--- src/include/pab_pkg.sv ---
// shared constants and types of the actuation priority and bypass block
package pab_pkg;

  // ==========================================================
  // timing
  localparam int unsigned CLK_PERIOD_NS = 10;
  localparam int unsigned PROT_SEQ_NS = 2000;
  localparam int unsigned PROT_SEQ_CYC =
    (PROT_SEQ_NS + CLK_PERIOD_NS - 1) / CLK_PERIOD_NS;
  localparam int SEQ_W = 8;
  localparam logic [SEQ_W-1:0] SEQ_ZERO = 8'h00;
  localparam logic [SEQ_W-1:0] SEQ_ONE = 8'h01;
  localparam logic [SEQ_W-1:0] SEQ_LAST = SEQ_W'(PROT_SEQ_CYC - 1);

  // ==========================================================
  // register map, byte addresses
  localparam int ADDR_W = 4;
  localparam int DATA_W = 32;
  localparam logic [ADDR_W-1:0] REG_CTRL = 4'h0;
  localparam logic [ADDR_W-1:0] REG_STATUS = 4'h4;
  localparam logic [ADDR_W-1:0] REG_EVENTS = 4'h8;
  localparam logic [ADDR_W-1:0] REG_GROUPS = 4'hC;
  localparam logic [DATA_W-1:0] DATA_ZERO = 32'h0000_0000;

  // control fields
  localparam int CTRL_MAN_BYP_EN = 0;
  localparam int CTRL_INTERLOCK_EN = 1;
  localparam logic [1:0] CTRL_RESET = 2'h1;

  // event counter fields
  localparam int CNT_W = 8;
  localparam logic [CNT_W-1:0] CNT_ZERO = 8'h00;
  localparam logic [CNT_W-1:0] CNT_ONE = 8'h01;
  localparam logic [CNT_W-1:0] CNT_MAX = 8'hFF;

  // ==========================================================
  // separation-group voting
  localparam int GROUPS = 4;
  localparam logic [2:0] SET_VOTES = 3'h3;
  localparam logic [2:0] CLR_VOTES = 3'h2;

  // device positions
  localparam logic POS_SAFE = 1'b1;

  // ==========================================================
  // types
  typedef enum logic [1:0] {SRC_NONE, SRC_AUTO, SRC_MANUAL} pab_src_t;
  typedef enum logic [1:0] {ST_NORMAL, ST_SEQUENCE, ST_HELD} pab_seq_t;

  typedef struct packed {
    logic auto_req;
    logic manual_req;
    logic override_sw;
    logic ns_enable_sw;
    logic bypass_sw;
  } pab_sw_t;

  typedef struct packed {
    logic cmd_valid;
    logic cmd_pos;
  } pab_ns_t;

  typedef struct packed {
    logic [ADDR_W-1:0] address;
    logic read;
    logic write;
    logic [DATA_W-1:0] writedata;
  } pab_avs_req_t;

endpackage

--- src/core/pab_core.sv ---
// actuation priority, seal-in and operating bypass logic for one division
//
// Design decisions made here: the register offsets and register access over Avalon-MM.
`timescale 1ns/1ps
`default_nettype none

module pab_core
  import pab_pkg::*;
(
  // clock and reset
  input wire logic sys_clk_i,
  input wire logic rst_n_i,
  // avalon-mm slave
  input wire pab_pkg::pab_avs_req_t avs_req_i,
  output logic [pab_pkg::DATA_W-1:0] avs_readdata_o,
  output logic avs_waitrequest_o,
  // switches, safety requests and control system
  input wire pab_pkg::pab_sw_t sw_i,
  input wire pab_pkg::pab_ns_t ns_i,
  input wire logic [pab_pkg::GROUPS-1:0] group_permit_i,
  // final device and indications
  output logic dev_pos_o,
  output logic sealed_o,
  output pab_pkg::pab_src_t first_src_o,
  output logic ns_enabled_o,
  output logic bypass_o,
  output logic bypass_status_o
);
  import pab_pkg::*;

  localparam int SYNC_W = 5 + 2 + GROUPS;

  // ==========================================================
  // helpers
  function automatic logic [2:0] count4(input logic [GROUPS-1:0] v);
    count4 = 3'(v[0]) + 3'(v[1]) + 3'(v[2]) + 3'(v[3]);
  endfunction

  function automatic logic [CNT_W-1:0] sat_inc(input logic [CNT_W-1:0] c);
    sat_inc = (c == CNT_MAX) ? c : c + CNT_ONE;
  endfunction

  // ==========================================================
  // input synchronisers
  wire logic [SYNC_W-1:0] raw_in;
  logic [SYNC_W-1:0] sync_a;
  logic [SYNC_W-1:0] sync_b;

  assign raw_in = {sw_i, ns_i, group_permit_i};

  genvar gi;
  generate
    for (gi = 0; gi < SYNC_W; gi++)
    begin : g_sync
      always_ff @(posedge sys_clk_i or negedge rst_n_i)
      begin
        if (!rst_n_i)
        begin
          sync_a[gi] <= 1'b0;
          sync_b[gi] <= 1'b0;
        end
        else
        begin
          sync_a[gi] <= raw_in[gi];
          sync_b[gi] <= sync_a[gi];
        end
      end
    end
  endgenerate

  wire pab_sw_t sw_s;
  wire pab_ns_t ns_s;
  wire logic [GROUPS-1:0] permit_s;

  assign {sw_s, ns_s, permit_s} = sync_b;

  // edge detection of momentary switches
  logic ns_sw_d;
  logic byp_sw_d;
  wire logic ns_press;
  wire logic byp_press;

  assign ns_press = sw_s.ns_enable_sw & ~ns_sw_d;
  assign byp_press = sw_s.bypass_sw & ~byp_sw_d;

  always_ff @(posedge sys_clk_i or negedge rst_n_i)
  begin
    if (!rst_n_i)
    begin
      ns_sw_d <= 1'b0;
      byp_sw_d <= 1'b0;
    end
    else
    begin
      ns_sw_d <= sw_s.ns_enable_sw;
      byp_sw_d <= sw_s.bypass_sw;
    end
  end

  // ==========================================================
  // control register
  logic [1:0] ctrl;
  wire logic man_byp_en;
  wire logic interlock_en;

  assign man_byp_en = ctrl[CTRL_MAN_BYP_EN];
  assign interlock_en = ctrl[CTRL_INTERLOCK_EN];

  // ==========================================================
  // protective sequence and seal-in
  pab_seq_t state;
  pab_seq_t next_state;
  logic [SEQ_W-1:0] seq_cnt;
  logic [SEQ_W-1:0] next_seq_cnt;
  pab_src_t first_src;
  pab_src_t next_first_src;

  wire logic raw_req;
  wire logic override_blk;
  wire logic eff_req;
  wire logic held_release;

  assign raw_req = sw_s.auto_req | sw_s.manual_req;
  // override blocks in every state except while the sequence runs
  assign override_blk = sw_s.override_sw & (state != ST_SEQUENCE);
  assign eff_req = raw_req & ~override_blk;
  assign held_release = (state == ST_HELD) & ns_press
    & (sw_s.override_sw | ~raw_req);

  always_comb
  begin
    next_state = state;
    next_seq_cnt = seq_cnt;
    next_first_src = first_src;
    case (state)
      ST_NORMAL:
      begin
        if (eff_req)
        begin
          next_state = ST_SEQUENCE;
          next_seq_cnt = SEQ_ZERO;
          // simultaneous arrival resolves to automatic
          next_first_src = sw_s.auto_req ? SRC_AUTO : SRC_MANUAL;
        end
      end
      ST_SEQUENCE:
      begin
        // no input can leave this state early
        if (seq_cnt == SEQ_LAST)
        begin
          next_state = ST_HELD;
        end
        else
        begin
          next_seq_cnt = seq_cnt + SEQ_ONE;
        end
      end
      ST_HELD:
      begin
        if (held_release)
        begin
          next_state = ST_NORMAL;
          next_first_src = SRC_NONE;
        end
      end
      default:
      begin
        next_state = ST_SEQUENCE;
        next_seq_cnt = SEQ_ZERO;
      end
    endcase
  end

  always_ff @(posedge sys_clk_i or negedge rst_n_i)
  begin
    if (!rst_n_i)
    begin
      state <= ST_NORMAL;
      seq_cnt <= SEQ_ZERO;
      first_src <= SRC_NONE;
    end
    else
    begin
      state <= next_state;
      seq_cnt <= next_seq_cnt;
      first_src <= next_first_src;
    end
  end

  // ==========================================================
  // nonsafety enable and device position
  logic ns_en;
  logic pos;
  wire logic next_ns_en;
  wire logic next_pos;
  wire logic ns_accept;
  wire logic ns_reject;

  assign next_ns_en = (eff_req || state == ST_SEQUENCE) ? 1'b0
    : (ns_press && (state == ST_NORMAL || held_release)) ? 1'b1
    : (state == ST_HELD) ? 1'b0
    : ns_en;
  assign ns_accept = ns_s.cmd_valid & ns_en & ~eff_req
    & (state == ST_NORMAL);
  assign ns_reject = ns_s.cmd_valid & ~ns_accept;
  assign next_pos = (eff_req || state != ST_NORMAL) ? POS_SAFE
    : ns_accept ? ns_s.cmd_pos
    : pos;

  always_ff @(posedge sys_clk_i or negedge rst_n_i)
  begin
    if (!rst_n_i)
    begin
      ns_en <= 1'b0;
      pos <= POS_SAFE;
    end
    else
    begin
      ns_en <= next_ns_en;
      pos <= next_pos;
    end
  end

  // ==========================================================
  // operating bypass coincidence
  logic byp;
  wire logic [2:0] valid_votes;
  wire logic [2:0] invalid_votes;
  wire logic byp_permit;
  wire logic byp_drop;
  wire logic byp_request;
  wire logic byp_blocked;
  wire logic next_byp;

  assign valid_votes = count4(permit_s);
  assign invalid_votes = count4(~permit_s);
  assign byp_permit = valid_votes >= SET_VOTES;
  assign byp_drop = invalid_votes >= CLR_VOTES;
  assign byp_request = interlock_en | (man_byp_en & byp_press);
  assign byp_blocked = byp_press & ~byp_permit;
  assign next_byp = byp_drop ? 1'b0
    : (byp_permit && byp_request) ? 1'b1
    : byp;

  always_ff @(posedge sys_clk_i or negedge rst_n_i)
  begin
    if (!rst_n_i)
    begin
      byp <= 1'b0;
    end
    else
    begin
      byp <= next_byp;
    end
  end

  // ==========================================================
  // avalon-mm slave
  logic wait_q;
  logic [DATA_W-1:0] rdata;
  logic [CNT_W-1:0] seal_cnt;
  logic [CNT_W-1:0] rej_cnt;
  logic [CNT_W-1:0] blk_cnt;
  wire logic wr_take;
  wire logic rd_load;
  wire logic hit_ctrl;
  wire logic hit_events;
  wire logic [DATA_W-1:0] status_word;
  wire logic [DATA_W-1:0] events_word;
  wire logic [DATA_W-1:0] groups_word;
  wire logic [DATA_W-1:0] read_mux;

  assign wr_take = avs_req_i.write & ~wait_q;
  assign rd_load = avs_req_i.read & wait_q;
  assign hit_ctrl = wr_take & (avs_req_i.address == REG_CTRL);
  assign hit_events = wr_take & (avs_req_i.address == REG_EVENTS);

  assign status_word = {22'h0, byp, override_blk, first_src, state,
    ns_en, pos, (state != ST_NORMAL), raw_req};
  assign events_word = {8'h00, blk_cnt, rej_cnt, seal_cnt};
  assign groups_word = {22'h0, invalid_votes, valid_votes, permit_s};

  assign read_mux = (avs_req_i.address == REG_CTRL) ? {30'h0, ctrl}
    : (avs_req_i.address == REG_STATUS) ? status_word
    : (avs_req_i.address == REG_EVENTS) ? events_word
    : (avs_req_i.address == REG_GROUPS) ? groups_word
    : DATA_ZERO;

  // one wait cycle per access
  always_ff @(posedge sys_clk_i or negedge rst_n_i)
  begin
    if (!rst_n_i)
    begin
      wait_q <= 1'b1;
      rdata <= DATA_ZERO;
    end
    else
    begin
      wait_q <= ~(wait_q & (avs_req_i.read | avs_req_i.write));
      if (rd_load)
      begin
        rdata <= read_mux;
      end
    end
  end

  always_ff @(posedge sys_clk_i or negedge rst_n_i)
  begin
    if (!rst_n_i)
    begin
      ctrl <= CTRL_RESET;
    end
    else if (hit_ctrl)
    begin
      ctrl <= avs_req_i.writedata[1:0];
    end
  end

  // counters: a new event in the clearing cycle still counts
  always_ff @(posedge sys_clk_i or negedge rst_n_i)
  begin
    if (!rst_n_i)
    begin
      seal_cnt <= CNT_ZERO;
      rej_cnt <= CNT_ZERO;
      blk_cnt <= CNT_ZERO;
    end
    else
    begin
      if (state == ST_NORMAL && eff_req)
        seal_cnt <= hit_events ? CNT_ONE : sat_inc(seal_cnt);
      else if (hit_events)
        seal_cnt <= CNT_ZERO;
      if (ns_reject)
        rej_cnt <= hit_events ? CNT_ONE : sat_inc(rej_cnt);
      else if (hit_events)
        rej_cnt <= CNT_ZERO;
      if (byp_blocked)
        blk_cnt <= hit_events ? CNT_ONE : sat_inc(blk_cnt);
      else if (hit_events)
        blk_cnt <= CNT_ZERO;
    end
  end

  // ==========================================================
  // registered outputs
  always_ff @(posedge sys_clk_i or negedge rst_n_i)
  begin
    if (!rst_n_i)
    begin
      dev_pos_o <= POS_SAFE;
      sealed_o <= 1'b0;
      first_src_o <= SRC_NONE;
      ns_enabled_o <= 1'b0;
      bypass_o <= 1'b0;
      bypass_status_o <= 1'b0;
      avs_readdata_o <= DATA_ZERO;
      avs_waitrequest_o <= 1'b1;
    end
    else
    begin
      dev_pos_o <= next_pos;
      sealed_o <= (next_state != ST_NORMAL);
      first_src_o <= next_first_src;
      ns_enabled_o <= next_ns_en;
      bypass_o <= next_byp;
      bypass_status_o <= next_byp | override_blk;
      avs_readdata_o <= rd_load ? read_mux : rdata;
      avs_waitrequest_o <= ~(wait_q & (avs_req_i.read | avs_req_i.write));
    end
  end

endmodule

`default_nettype wire

--- config.mk ---
export PLATFORM = sky130hd
export DESIGN_NAME = pab_core
export DESIGN_NICKNAME = d
export VERILOG_FILES = /design/src/include/pab_pkg.sv /design/src/core/pab_core.sv
export SDC_FILE = /design/constraint.sdc
export NUM_CORES = 1
export LEC_CHECK = 0
export BUFFER_PORTS_ARGS = -buffer_cell sky130_fd_sc_hd__buf_2
export CAP_MARGIN = 20
export CORE_UTILIZATION = 50
export DETAILED_ROUTE_END_ITERATION = 8
export PLACE_DENSITY = 0.73
export RECOVER_POWER = 50
export SETUP_SLACK_MARGIN = 0.3
export SYNTH_ARGS = -nofsm -noshare
export SYNTH_HDL_FRONTEND = slang
export SYNTH_SLANG_ARGS = --single-unit
--- constraint.sdc ---
create_clock -name sys_clk_i -period 6.2 [get_ports sys_clk_i]
set_input_delay 0.31 -clock sys_clk_i [delete_from_list [all_inputs] [get_ports sys_clk_i]]
set_output_delay 0.31 -clock sys_clk_i [all_outputs]
set_load 0.05 [all_outputs]
==> run_results.csv <==
group,metric,value,unit
yosys,synth-async-reset-ratio,100,%
finish,syn2layout_area_growth,11.4,%
placed_design,dp_cells,517,
global_route,grt_pass1_vias,3017,
power,leakage,2.01,nW
run_status,run_status,"finished, violations left",
clock_network,cts_num_sinks,92,
placed_design,portBuffers,52,
drt,wl_met1,3740,µm
drt,vias,3174,
drt,wl_met3,430,µm
clock_network,postCtsSetupBuffers,0,
clock_network,cts-buffers-inserted,9,
finish,regArea,2310,µm²
power,switchingPower,0.538,mW
clock_network,clock-root-buffer,"clkbuf_8",
global_route,antenna_found_initial,0,
worst_setup_path,worst_ep_arrival_time,3.27,ns
worst_setup_path,end_kind,"flop",
floorplan,start_util,51.4,%
worst_setup_path,startpoint_type,"flop",
global_route,grt.total_usage,21.3,%
drt,routed_wirelength,8410,µm
power,clkPwrFrac,27.9,%
yosys,synth_edf_count,0,
clock_network,cts_max_level,3,
worst_setup_path,worst-path-max-fanout,15,
yosys,synth_seq_area_share,54.8,%
finish,fillers,717,
yosys,synth_top_area_cell,"dfrtp_1",
yosys,syn_inst,380,
drt,highest_layer,"met4",
worst_setup_path,r2r-start,"groups_word[0]",
sta,finClkSkew,0.00999,ns
power,powerDensity,346,nW/µm²
flow_run,drv_cap,1,
sta,fmax,333,MHz
floorplan,dieArea,8780,µm²
drt,drtIter0Drc,182,
worst_setup_path,startpoint,"groups_word[0]",
clock_network,clkLatencyLatePin,0.35,ns
finish,layout-drive-gt1-share,11.9,%
finish,fin_cells,534,
sta,relSlewSlack,-45.7,%
power,seqPwrFrac,51.6,%
floorplan,boundaryPins,91,
global_route,grt_pass1_wl,14300,µm
worst_hold_path,hold_depth,1,
yosys,synth_seq_cells,92,
drt,drc_errors,0,
power,power.share.switching,33.2,%
worst_setup_path,crit_type,"flop to flop",
worst_hold_path,min_path_type,"primary input to flop",
placed_design,place.gp.congestion,0.817,
finish,fin_util,57.3,%
yosys,synth_cell_types,61,
yosys,yosysWarnings,0,
sta,setup_viol,0,
sta,hold_viol,0,
sta,period_share,48.4,%
yosys,synth_flop_cell,"dfrtp_1",
yosys,yosysTopAreaCellShare,53.0,%
worst_setup_path,required,6.47,ns
drt,post_drt_wl_per_cell,15.7,µm
global_route,overflow,0,
run_status,failed_checks,"capacitance limit, slew limit",
power,p_comb_share,20.5,%
sta,setup_tns,0,ns
sta,rsz0062_at_grt,"no",
drt,first_pass_iters,4,
placed_design,dp_hpwl,6060,µm
floorplan,fp.dieH,93.7,µm
sta,min_period,3.00,ns
floorplan,rows,33,
yosys,synth_commonest_cells,"dfrtp_1, nand2_1, o21ai_0",
sta,tightest_slew,2.19,ns
floorplan,dieWidth,93.7,µm
floorplan,core_area,8180,µm²
global_route,grt_max_degree,52,
yosys,syn_avg_cell_area,11.1,µm²
clock_network,cts.clk_slew.worst_paths,0.09,ns
worst_hold_path,hold_path.startpoint,"group_permit_i[2]",
finish,fin_nets,486,
power,intPower,1.08,mW
yosys,netlist_area,4210,µm²
drt,wl_met2,4150,µm
yosys,synth.most_common_cell,"dfrtp_1",
power,ir_worst_vdd,0.184,mV
finish,antennaDiodeCount,0,
finish,multi_input_area,1740,µm²
drt,viasPerCell,5.94,
clock_network,clock_path_buffers,2,
clock_network,cts_tree,"yes",
worst_setup_path,r2r_cells,7,
sta,slew_violations,43,
yosys,yosys-top-cells-area,"dfrtp_1, a22o_1, ha_1, o21ai_0, nand2_1",
drt,drtAntennaViolNets,0,
[per-layer routing]
layer  global-route usage [%]  vias up
met3                     5.10        7
met5                        0        -
met1                     28.0     1590
met4                     7.69        0
li1                         -     1494
met2                     34.3       83
[final cells by class]
| cell class | instances | share of cell area [%] |
|---|---|---|
| clock inverter | 5 | 1.79 |
| clock buffer | 11 | 3.23 |
| inverter | 10 | 0.801 |
| multi-input combinational | 257 | 37.1 |
| tap | 105 | 2.80 |
| timing repair buffer | 54 | 5.05 |
| sequential | 92 | 49.2 |
[final timing paths]
| path | endpoint | slack, ns |
|---|---|---|
| max | blk_cnt[2] | 3.20 |
| min | sync_a[2] | 0.06 |
| max reg2reg | blk_cnt[2] | 3.20 |
| min reg2reg | groups_word[1] | 0.34 |
| max in group asynchronous | ns_sw_d | 3.47 |
| min in group asynchronous | rdata[20] | 1.13 |
[sequential cells by signal, indices dropped and copies added (netlist names), 2 cells and up]
register / cells
state: 2
first_src_o: 2
ctrl: 2
blk_cnt: 8
rdata: 24
ns_s: 2
seq_cnt: 8
rej_cnt: 8
seal_cnt: 8
groups_word: 4
sync_a: 11
sw_s: 5
[cells in the final DEF (no fill, tap or decap), types with 10 or more instances in the layout]
cell       n
clkbuf_1  33
a22o_1    18
nor2_1    13
a21oi_1   21
ha_1      10
inv_1     10
o21ai_0   23
dfrtp_1   89
nand3_1   13
clkbuf_8  11
buf_2     19
nand2_1   29
[cells by family after synthesis]
logic type	count (synthesis)	share of synthesized area [%]
AND/OR/NAND/NOR	112	14.8
AO/OA/AOI/OAI	111	18.0
XOR/XNOR	2	0.417
other	1	0.0892
adder cells (fa/ha/maj)	11	3.45
multiplexers	13	4.02
flip-flops	92	54.8
buffers and inverters	38	4.37
[critical path: stages (launching register included)]
cell,delay [ns]
dfrtp_1,0.42
fa_1,0.51
ha_1,0.23
ha_1,0.29
and3b_1,0.20
or3_1,0.54
or4_1,0.55
a21oi_1,0.18
[metrics by stage]
step | power (mW) | hold slack (ns) | worst slack (ns) | cell area, µm²
CTS | 1.64 | 0.0392 | 3.18 | 4730
global route | 1.72 | 0.0315 | 2.92 | 4680
detailed placement | 1.19 | 0.320 | 3.20 | 4490
finish | 1.62 | 0.0562 | 3.20 | 4680
floorplan | 1.08 | 0.0144 | 3.50 | 4230
global placement | 1.16 | 0.324 | 3.29 | 4490
[repair_timing]
action	4_1_cts	5_1_grt
endpoints found under the setup margin	0	0
endpoints found under the hold margin	39	0
hold buffers	1	0
resized for setup	0	0
[power by group through the flow]
stage	clock, mW	sequential, mW	combinational (mW)
after floorplan	0	0.865	0.213
after global placement	0	0.839	0.322
after detailed placement	0	0.847	0.339
after CTS	0.463	0.835	0.340
after global routing	0.491	0.855	0.374
final	0.453	0.838	0.332
(Power assumes the default switching activity.)
